[src/logic/opaddr_pkg.sv]
// constants shared by the operand address generator and its helpers
// assumes an 8-bit core with a 16-bit byte address space, msb-first words
package opaddr_pkg;

   // addressing modes, one code each (seventeen in all)
   typedef logic [4:0] mode_t;
   localparam mode_t MODE_INH    = 5'h00;
   localparam mode_t MODE_IMM    = 5'h01;
   localparam mode_t MODE_DIR_S  = 5'h02;
   localparam mode_t MODE_DIR_L  = 5'h03;
   localparam mode_t MODE_IDX_0  = 5'h04;
   localparam mode_t MODE_IDX_S  = 5'h05;
   localparam mode_t MODE_IDX_L  = 5'h06;
   localparam mode_t MODE_IND_S  = 5'h07;
   localparam mode_t MODE_IND_L  = 5'h08;
   localparam mode_t MODE_INDX_S = 5'h09;
   localparam mode_t MODE_INDX_L = 5'h0A;
   localparam mode_t MODE_REL_D  = 5'h0B;
   localparam mode_t MODE_REL_I  = 5'h0C;
   localparam mode_t MODE_BIT_D  = 5'h0D;
   localparam mode_t MODE_BIT_I  = 5'h0E;
   localparam mode_t MODE_BTJ_D  = 5'h0F;
   localparam mode_t MODE_BTJ_I  = 5'h10;
   localparam mode_t MODE_COUNT  = 5'h11;

   // inherent operation codes; all but OP_OTHER have side effects in this block
   typedef logic [2:0] inh_op_t;
   localparam inh_op_t OP_OTHER         = 3'h0;
   localparam inh_op_t SET_IRQ_MASK_OP  = 3'h1;
   localparam inh_op_t CLEAR_IRQ_MASK_OP = 3'h2;
   localparam inh_op_t WAIT_IRQ_OP      = 3'h3;
   localparam inh_op_t HALT_OP          = 3'h4;

   // interrupt mask levels
   localparam logic [1:0] IRQ_LEVEL_SET   = 2'h3;
   localparam logic [1:0] IRQ_LEVEL_CLEAR = 2'h0;
   localparam logic [1:0] IRQ_LEVEL_RST   = 2'h3;

   // address ranges
   localparam logic [7:0]  PAGE_ZERO_HI  = 8'h00;
   localparam logic [15:0] SHORT_IDX_MAX = 16'h01FE;
   localparam logic [15:0] ADDR_RESET    = 16'h0000;
   localparam logic [7:0]  BYTE_RESET    = 8'h00;
   localparam logic [2:0]  LEN_RESET     = 3'h0;

endpackage : opaddr_pkg

[src/logic/cpu_operand_address_generator.sv]
// operand address generator: fetches operand and pointer bytes, forms the ea
// assumes the core presents one instruction at a time with its opcode address
//
// Behaviour
// RULE1: seventeen addressing modes in seven groups
// RULE2: short forms page zero, long forms 64K
// RULE3: read-modify-write only with short addressing
// RULE4: inherent is one byte, no operand fetch
// RULE5: immediate is opcode plus operand byte
// RULE6: short direct takes one page-zero address byte
// RULE7: long direct takes a two-byte address
// RULE8: indexed address is unsigned index plus offset
// RULE9: no-offset indexed uses index alone
// RULE10: short indexed offset byte, up to 1FE
// RULE11: long indexed word offset plus index
// RULE12: indirect byte addresses a pointer in memory
// RULE13: short indirect reads one-byte page-zero pointer
// RULE14: long indirect reads two-byte page-zero pointer
// RULE15: set mask gives level 3, clear gives 0
// RULE16: wait idles until interrupt; halt stops oscillator
// RULE17: short indirect indexed: byte pointer plus index
// RULE18: relative adds signed 8-bit displacement to pc
// RULE19: words msb first; short sums never wrap
// RULE20: report full length so pc skips operands
`timescale 1ns/1ps
module cpu_operand_address_generator
   import opaddr_pkg::*;
(
   // clock and reset
   input  wire logic         clk_i,
   input  wire logic         rst_i,
   // instruction request
   input  wire logic         start_i,
   input  wire mode_t        mode_i,
   input  wire logic         use_y_i,
   input  wire logic         rmw_i,
   input  wire inh_op_t      inh_op_i,
   input  wire logic [15:0]  pc_i,
   input  wire logic [7:0]   idx_x_i,
   input  wire logic [7:0]   idx_y_i,
   output logic              ready_o,
   // result
   output logic              done_o,
   output logic              illegal_o,
   output logic [15:0]       ea_o,
   output logic [7:0]        imm_o,
   output logic [15:0]       target_o,
   output logic [15:0]       next_pc_o,
   output logic [2:0]        length_o,
   // memory bus
   output logic              mem_req_o,
   output logic [15:0]       mem_addr_o,
   input  wire logic         mem_ack_i,
   input  wire logic [7:0]   mem_rdata_i,
   // core control
   input  wire logic         irq_i,
   output logic [1:0]        irq_level_o,
   output logic              wait_o,
   output logic              halt_o
);

   typedef enum logic [3:0] {
      ST_IDLE = 4'b0001,
      ST_OPND = 4'b0010,
      ST_PTR  = 4'b0100,
      ST_DONE = 4'b1000
   } state_t;

   state_t      state_r;
   mode_t       mode_r;
   logic        use_y_r;
   logic        bad_r;
   logic [15:0] pc_r;
   logic [7:0]  idx_r;
   logic [1:0]  cnt_r;
   logic [7:0]  b0_r;
   logic [7:0]  b1_r;
   logic [7:0]  p0_r;
   logic [7:0]  p1_r;
   logic        done_r;
   logic        illegal_r;
   logic [15:0] ea_r;
   logic [7:0]  imm_r;
   logic [15:0] target_r;
   logic [15:0] next_pc_r;
   logic [2:0]  length_r;
   logic [1:0]  irq_level_r;
   logic        wait_r;
   logic        halt_r;

   logic [1:0]  opnd_bytes;
   logic [1:0]  ptr_bytes;
   logic        prebyte;
   logic        long_mode;
   logic        mode_ok;
   logic [1:0]  in_opnd;
   logic [1:0]  in_ptr;
   logic        in_pre;
   logic        in_long;
   logic        in_ok;
   logic [15:0] ea_w;
   logic [15:0] target_w;
   logic [15:0] next_pc_w;
   logic [2:0]  length_w;
   logic        take;
   logic        refuse;

   // latched mode drives the byte counts during the fetch
   mode_decode u_dec_r (
      .mode_i       (mode_r),
      .use_y_i      (use_y_r),
      .opnd_bytes_o (opnd_bytes),
      .ptr_bytes_o  (ptr_bytes),
      .prebyte_o    (prebyte),
      .long_o       (long_mode),
      .valid_o      (mode_ok)
   );

   // incoming mode decides the first state and the rmw check
   mode_decode u_dec_i (
      .mode_i       (mode_i),
      .use_y_i      (use_y_i),
      .opnd_bytes_o (in_opnd),
      .ptr_bytes_o  (in_ptr),
      .prebyte_o    (in_pre),
      .long_o       (in_long),
      .valid_o      (in_ok)
   );

   ea_calc u_ea (
      .mode_i    (mode_r),
      .b0_i      (b0_r),
      .b1_i      (b1_r),
      .p0_i      (p0_r),
      .p1_i      (p1_r),
      .idx_i     (idx_r),
      .next_pc_i (next_pc_w),
      .ea_o      (ea_w),
      .target_o  (target_w)
   );

   assign ready_o = (state_r == ST_IDLE);
   assign take    = start_i && ready_o;
   // long forms and immediate data cannot be written back
   assign refuse  = !in_ok || (rmw_i && (in_long || mode_i == MODE_IMM));   // RULE3

   // next opcode sits after every operand byte; prebyte lies before pc
   assign next_pc_w = pc_r + 16'h0001 + {14'h0000, opnd_bytes};             // RULE20
   assign length_w  = 3'h1 + {2'h0, prebyte} + {1'b0, opnd_bytes};          // RULE20

   // fetch sequencing
   always_ff @(posedge clk_i) begin
      if (rst_i) begin
         state_r <= ST_IDLE;
         cnt_r   <= 2'h0;
      end else begin
         unique case (state_r)
            ST_IDLE : begin
               cnt_r <= 2'h0;
               if (take) begin
                  if (refuse || in_opnd == 2'h0) begin
                     state_r <= ST_DONE;                                    // RULE4 RULE9
                  end else begin
                     state_r <= ST_OPND;
                  end
               end
            end
            ST_OPND : begin
               if (mem_ack_i) begin
                  if (cnt_r == opnd_bytes - 2'h1) begin
                     cnt_r   <= 2'h0;
                     state_r <= (ptr_bytes != 2'h0) ? ST_PTR : ST_DONE;     // RULE12
                  end else begin
                     cnt_r <= cnt_r + 2'h1;
                  end
               end
            end
            ST_PTR : begin
               if (mem_ack_i) begin
                  if (cnt_r == ptr_bytes - 2'h1) begin
                     cnt_r   <= 2'h0;
                     state_r <= ST_DONE;
                  end else begin
                     cnt_r <= cnt_r + 2'h1;
                  end
               end
            end
            ST_DONE : state_r <= ST_IDLE;
         endcase
      end
   end

   // request capture
   always_ff @(posedge clk_i) begin
      if (rst_i) begin
         mode_r  <= MODE_INH;
         use_y_r <= 1'b0;
         bad_r   <= 1'b0;
         pc_r    <= ADDR_RESET;
         idx_r   <= BYTE_RESET;
      end else if (take) begin
         mode_r  <= refuse ? MODE_INH : mode_i;
         use_y_r <= use_y_i;
         bad_r   <= refuse;                                                 // RULE3
         pc_r    <= pc_i;
         idx_r   <= use_y_i ? idx_y_i : idx_x_i;                            // RULE8
      end
   end

   // gathered bytes, first byte is the high one of a word
   always_ff @(posedge clk_i) begin
      if (rst_i) begin
         b0_r <= BYTE_RESET;
         b1_r <= BYTE_RESET;
         p0_r <= BYTE_RESET;
         p1_r <= BYTE_RESET;
      end else if (mem_ack_i && state_r == ST_OPND) begin
         if (cnt_r == 2'h0) begin
            b0_r <= mem_rdata_i;                                            // RULE19
         end else begin
            b1_r <= mem_rdata_i;
         end
      end else if (mem_ack_i && state_r == ST_PTR) begin
         if (cnt_r == 2'h0) begin
            p0_r <= mem_rdata_i;                                            // RULE19
         end else begin
            p1_r <= mem_rdata_i;
         end
      end
   end

   // operand bytes follow the opcode; pointers live in page zero
   always_comb begin
      mem_req_o  = (state_r == ST_OPND) || (state_r == ST_PTR);
      mem_addr_o = pc_r + 16'h0001 + {14'h0000, cnt_r};
      if (state_r == ST_PTR) begin
         mem_addr_o = {PAGE_ZERO_HI, b0_r + {6'h00, cnt_r}};                // RULE13 RULE14
      end
   end

   // results, registered when the last byte is in
   always_ff @(posedge clk_i) begin
      if (rst_i) begin
         done_r    <= 1'b0;
         illegal_r <= 1'b0;
         ea_r      <= ADDR_RESET;
         imm_r     <= BYTE_RESET;
         target_r  <= ADDR_RESET;
         next_pc_r <= ADDR_RESET;
         length_r  <= LEN_RESET;
      end else begin
         done_r <= (state_r == ST_DONE);
         if (state_r == ST_DONE) begin
            illegal_r <= bad_r || !mode_ok;
            ea_r      <= ea_w;                                              // RULE2
            imm_r     <= (mode_r == MODE_IMM) ? b0_r : BYTE_RESET;          // RULE5
            target_r  <= target_w;                                          // RULE18
            next_pc_r <= next_pc_w;
            length_r  <= length_w;
         end
      end
   end

   // inherent side effects; interrupt wakes both low-power states
   always_ff @(posedge clk_i) begin
      if (rst_i) begin
         irq_level_r <= IRQ_LEVEL_RST;
         wait_r      <= 1'b0;
         halt_r      <= 1'b0;
      end else begin
         if (take && mode_i == MODE_INH) begin
            if (inh_op_i == SET_IRQ_MASK_OP) begin
               irq_level_r <= IRQ_LEVEL_SET;                                // RULE15
            end else if (inh_op_i == CLEAR_IRQ_MASK_OP) begin
               irq_level_r <= IRQ_LEVEL_CLEAR;                              // RULE15
            end
         end
         if (irq_i) begin
            wait_r <= 1'b0;                                                 // RULE16
            halt_r <= 1'b0;
         end else if (take && mode_i == MODE_INH) begin
            if (inh_op_i == WAIT_IRQ_OP) begin
               wait_r <= 1'b1;                                              // RULE16
            end else if (inh_op_i == HALT_OP) begin
               halt_r <= 1'b1;                                              // RULE16
            end
         end
      end
   end

   assign done_o      = done_r;
   assign illegal_o   = illegal_r;
   assign ea_o        = ea_r;
   assign imm_o       = imm_r;
   assign target_o    = target_r;
   assign next_pc_o   = next_pc_r;
   assign length_o    = length_r;
   assign irq_level_o = irq_level_r;
   assign wait_o      = wait_r;
   assign halt_o      = halt_r;
endmodule // cpu_operand_address_generator

[src/logic/mode_decode.sv]
// per-mode byte counts: operand bytes after the opcode and pointer size
// assumes mode_i is held stable while it is being read
`timescale 1ns/1ps
module mode_decode
   import opaddr_pkg::*;
(
   // mode in
   input  wire mode_t      mode_i,
   input  wire logic       use_y_i,
   // counts out
   output logic [1:0]      opnd_bytes_o,
   output logic [1:0]      ptr_bytes_o,
   output logic            prebyte_o,
   output logic            long_o,
   output logic            valid_o
);

   always_comb begin
      opnd_bytes_o = 2'h0;
      ptr_bytes_o  = 2'h0;
      long_o       = 1'b0;
      unique case (mode_i)
         MODE_INH, MODE_IDX_0 : opnd_bytes_o = 2'h0;                 // RULE4 RULE9
         MODE_IMM, MODE_DIR_S, MODE_IDX_S, MODE_REL_D, MODE_BIT_D :
            opnd_bytes_o = 2'h1;                                      // RULE5 RULE6 RULE10
         MODE_DIR_L, MODE_IDX_L : begin
            opnd_bytes_o = 2'h2;                                      // RULE7 RULE11
            long_o       = 1'b1;                                      // RULE2
         end
         MODE_IND_S, MODE_INDX_S, MODE_REL_I, MODE_BIT_I : begin
            opnd_bytes_o = 2'h1;                                      // RULE12 RULE13
            ptr_bytes_o  = 2'h1;
         end
         MODE_IND_L, MODE_INDX_L : begin
            opnd_bytes_o = 2'h1;                                      // RULE14
            ptr_bytes_o  = 2'h2;
            long_o       = 1'b1;
         end
         MODE_BTJ_D : opnd_bytes_o = 2'h2;
         MODE_BTJ_I : begin
            opnd_bytes_o = 2'h2;
            ptr_bytes_o  = 2'h1;
         end
         default : opnd_bytes_o = 2'h0;
      endcase
   end

   // y indexing of the plain indexed forms costs a prebyte; indirect forms always carry one
   assign prebyte_o = (ptr_bytes_o != 2'h0) ||
                      (use_y_i && (mode_i == MODE_IDX_0 || mode_i == MODE_IDX_S ||
                                   mode_i == MODE_IDX_L));
   assign valid_o   = (mode_i < MODE_COUNT);                         // RULE1

endmodule // mode_decode

[src/logic/ea_calc.sv]
// effective address and relative target from gathered bytes
// assumes words arrive msb first: b0/p0 high byte, b1/p1 low byte
`timescale 1ns/1ps
module ea_calc
   import opaddr_pkg::*;
(
   // sources
   input  wire mode_t        mode_i,
   input  wire logic [7:0]   b0_i,
   input  wire logic [7:0]   b1_i,
   input  wire logic [7:0]   p0_i,
   input  wire logic [7:0]   p1_i,
   input  wire logic [7:0]   idx_i,
   input  wire logic [15:0]  next_pc_i,
   // results
   output logic [15:0]       ea_o,
   output logic [15:0]       target_o
);

   logic [7:0] disp;

   // short index sums kept at nine bits so they reach 1FE without wrapping
   function automatic logic [15:0] short_sum(input logic [7:0] a, input logic [7:0] x);
      logic [8:0] s;
      s = {1'b0, a} + {1'b0, x};
      return {7'h00, s};
   endfunction

   always_comb begin
      ea_o = ADDR_RESET;
      disp = BYTE_RESET;
      unique case (mode_i)
         MODE_DIR_S, MODE_BIT_D : ea_o = {PAGE_ZERO_HI, b0_i};           // RULE6
         MODE_BTJ_D  : begin
            ea_o = {PAGE_ZERO_HI, b0_i};
            disp = b1_i;
         end
         MODE_DIR_L  : ea_o = {b0_i, b1_i};                              // RULE7 RULE19
         MODE_IDX_0  : ea_o = {PAGE_ZERO_HI, idx_i};                     // RULE9
         MODE_IDX_S  : ea_o = short_sum(b0_i, idx_i);                    // RULE10 RULE8
         MODE_IDX_L  : ea_o = {b0_i, b1_i} + {8'h00, idx_i};             // RULE11
         MODE_IND_S, MODE_BIT_I : ea_o = {PAGE_ZERO_HI, p0_i};           // RULE13
         MODE_BTJ_I  : begin
            ea_o = {PAGE_ZERO_HI, p0_i};
            disp = b1_i;
         end
         MODE_IND_L  : ea_o = {p0_i, p1_i};                              // RULE14 RULE19
         MODE_INDX_S : ea_o = short_sum(p0_i, idx_i);                    // RULE17
         MODE_INDX_L : ea_o = {p0_i, p1_i} + {8'h00, idx_i};
         MODE_REL_D  : disp = b0_i;
         MODE_REL_I  : disp = p0_i;
         default     : ea_o = ADDR_RESET;
      endcase
   end

   assign target_o = next_pc_i + {{8{disp[7]}}, disp};                  // RULE18

endmodule // ea_calc

[config.mk]
export PLATFORM = sky130hd
export DESIGN_NAME = cpu_operand_address_generator
export DESIGN_NICKNAME = d
export VERILOG_FILES = /design/src/logic/opaddr_pkg.sv /design/src/logic/cpu_operand_address_generator.sv /design/src/logic/mode_decode.sv /design/src/logic/ea_calc.sv
export SDC_FILE = /design/constraint.sdc
export NUM_CORES = 1
export LEC_CHECK = 0
export ABC_CLOCK_PERIOD_IN_PS = 4600
export BUFFER_PORTS_ARGS = -buffer_cell sky130_fd_sc_hd__buf_2
export CORE_ASPECT_RATIO = 1.5
export CORE_MARGIN = 4
export CORE_UTILIZATION = 30
export CTS_CLUSTER_DIAMETER = 50
export DETAILED_ROUTE_END_ITERATION = 8
export PLACE_DENSITY = 0.52
export RECOVER_POWER = 50
export SLEW_MARGIN = 20
export SYNTH_ARGS = -nofsm -noshare
export SYNTH_HDL_FRONTEND = slang
export SYNTH_HIERARCHICAL = 1
export SYNTH_SLANG_ARGS = --single-unit
[constraint.sdc]
create_clock -name clk_i -period 4.6 [get_ports clk_i]
set_input_delay 0.92 -clock clk_i [delete_from_list [all_inputs] [get_ports clk_i]]
set_output_delay 0.92 -clock clk_i [all_outputs]
set_load 0.01 [all_outputs]
==> impl_results.md <==
* # clock sinks at 133
* DRC at 0
* FP Rows at 79
* Post-DR vias/cell at ~5.4
* Area of the multi-input gates at between 6000 and 7000 um^2
* Startpoint types: flop
* CP endpoint kind: primary output
* Clock slew at reported path FFs at ~60 ps
* PwrDens at 284.1 nW/um^2
* Clock buffer depth at 2
* TritonCTS clock tree: yes
* Root Driver: clkbuf_16
* Final setup viols at 0
* Synth-to-Final Area Change at 15.69%
* Met3 WL at approximately 1.3 mm
* Boundary pin count at between 100 and 150
* Synth Cell Area at 9465 um^2
* ANT nets after route at 0
* TNS Setup at 0 ps
* Syn_area_per_cell at between 7 and 8 um^2
* Final core occ at 0.3528
* GR Util All Layers at 0.1782
* Fillers at 3372
* Ant. Diodes at 0
* Hold_sp: target_o[11]
* Clock Latency Late Sink at roughly 440 ps
* First-pass GRT wire length at 48.98 mm
* Full die area at roughly 35000 um^2
* Post-CTS Hold Buffers at 0
* H-tree depth at 4
* Dpl hpwl at around 24 mm
* Antenna violations before repair at 0
* Least-Margin Pin Slew at about 2700 ps
* CTS resizes at 0
* Total area of sequential cells at approximately 2700 um^2
* Drt first pass iters at 7
* Final Cycle Share at 0.9437
* Grt total ovfl at 0
* Total number of vias at around 9200
* Nets@finish at 1396
* Largest net degree at the start of global routing at 81
* Final-report hold violation count at 0
* Yosys warns at 6
* Synth Instances at 1194
* DRT iter0 DRCs at between 600 and 700
* CP max FO at 15
* Core ar. at around 31000 um^2
* Final min period at roughly 4300 ps
* Most frequent cells in the layout: nand2_1 (192), dfxtp_1 (133), a21oi_1 (110)
* Critical path origin: pc_r[0]
* Num CTS Buffers at 17
* Fin area at approximately 11000 um^2
* Worst setup path class: reg2out
* WL met1 at 12.08 mm
* Hold WC Path Type: reg2reg
* Max frequency at about 230 MHz
* Die X at ~150 um
* Max cap viols at 2
* Placer congestion estimate at 0.9235
* Critical Path RT at between 3000 and 4000 ps
* Number of global-route vias before repair at about 8900
* Die Height at about 230 um
* Post-CTS Setup Bufs at 0
* Starting density of the core at 0.3050
* DR WL/cell at around 18 um
* Failing checks: max-capacitance violations, max-slew violations
* Slew Viols, Final at ~110
* Lkg Pwr at approximately 4.3 nW
* Most common cell after layout, fill and taps aside: nand2_1
* Run status: complete, but fails checks
* Final wirelength at 31.27 mm
* Max Used Layer: met4
* Synth Net Count at ~1300
* Reg2reg start: mode_r[3]
* Share of cells above drive strength 1 at 0.1317
* Routed length on met2 at approximately 17 mm
* Worst EP arrival at between 3000 and 4000 ps
* Final setup skew at 11.10 ps
* DP Area at 10430 um^2
* Max IR drop VDD at 0.0001816 V
* RSZ-0062 raised after global routing: no
* Port bufs at ~140
* Slew headroom at -0.8294
-- worst paths after layout --
check	endpoint	cells past startpoint	slack, ps
setup reg to reg	target_o[14]	18	450
hold / removal	target_o[11]	2	450
hold reg to reg	target_o[11]	2	450
setup / recovery	mem_addr_o[15]	9	260
-- state kept, by name (all words and copies together) (netlist names), 16 cells and up --
signal     count
ea_o          16
next_pc_o     16
pc_r          16
target_o      16
-- worst max-delay path, stage by stage, from the launching register on --
cell	delay [ps]
dfxtp_1	560
ha_1	240
buf_4	210
nand2_1	190
or4_1	560
o31a_1	290
a211oi_2	430
nand3_1	150
o21ai_1	180
buf_2	160
-- layout make-up --
type	count	area share
clock buffers	18	0.03919
clock inverters	14	0.01508
inverters	39	0.01337
multi-input cells	945	0.5748
flip-flops and latches	133	0.2431
well taps	405	0.04628
repair buffers	157	0.06810
-- metrics by stage --
step | instances | hold slack [ps] | worst slack [ps] | power, W
2_1_floorplan | 1194 | 436.1 | 790.5 | 0.001575
3_3_place_gp | 1679 | 442.7 | 413.4 | 0.001737
3_5_place_dp | 1679 | 445.6 | 343.1 | 0.001744
4_1_cts | 1711 | 453.8 | 284.0 | 0.003155
5_1_grt | 1711 | 478.0 | 35.57 | 0.003256
6_report | 1711 | 453.9 | 259.0 | 0.003111
-- power breakdown --
group	total (W)	switching [W]	internal, W
combinational	0.000461	0.000292	0.000169
clock	0.00140	0.000586	0.000814
sequential	0.00125	0.0000615	0.00119
-- layer usage --
layer / up-vias / track usage
met2: 254 / 0.3365
met1: 4416 / 0.1916
li1: 4496 / -
met3: 63 / 0.02901
met5: - / 0
met4: 0 / 0.08542
Note: power is estimated with default switching activity, not from simulation.
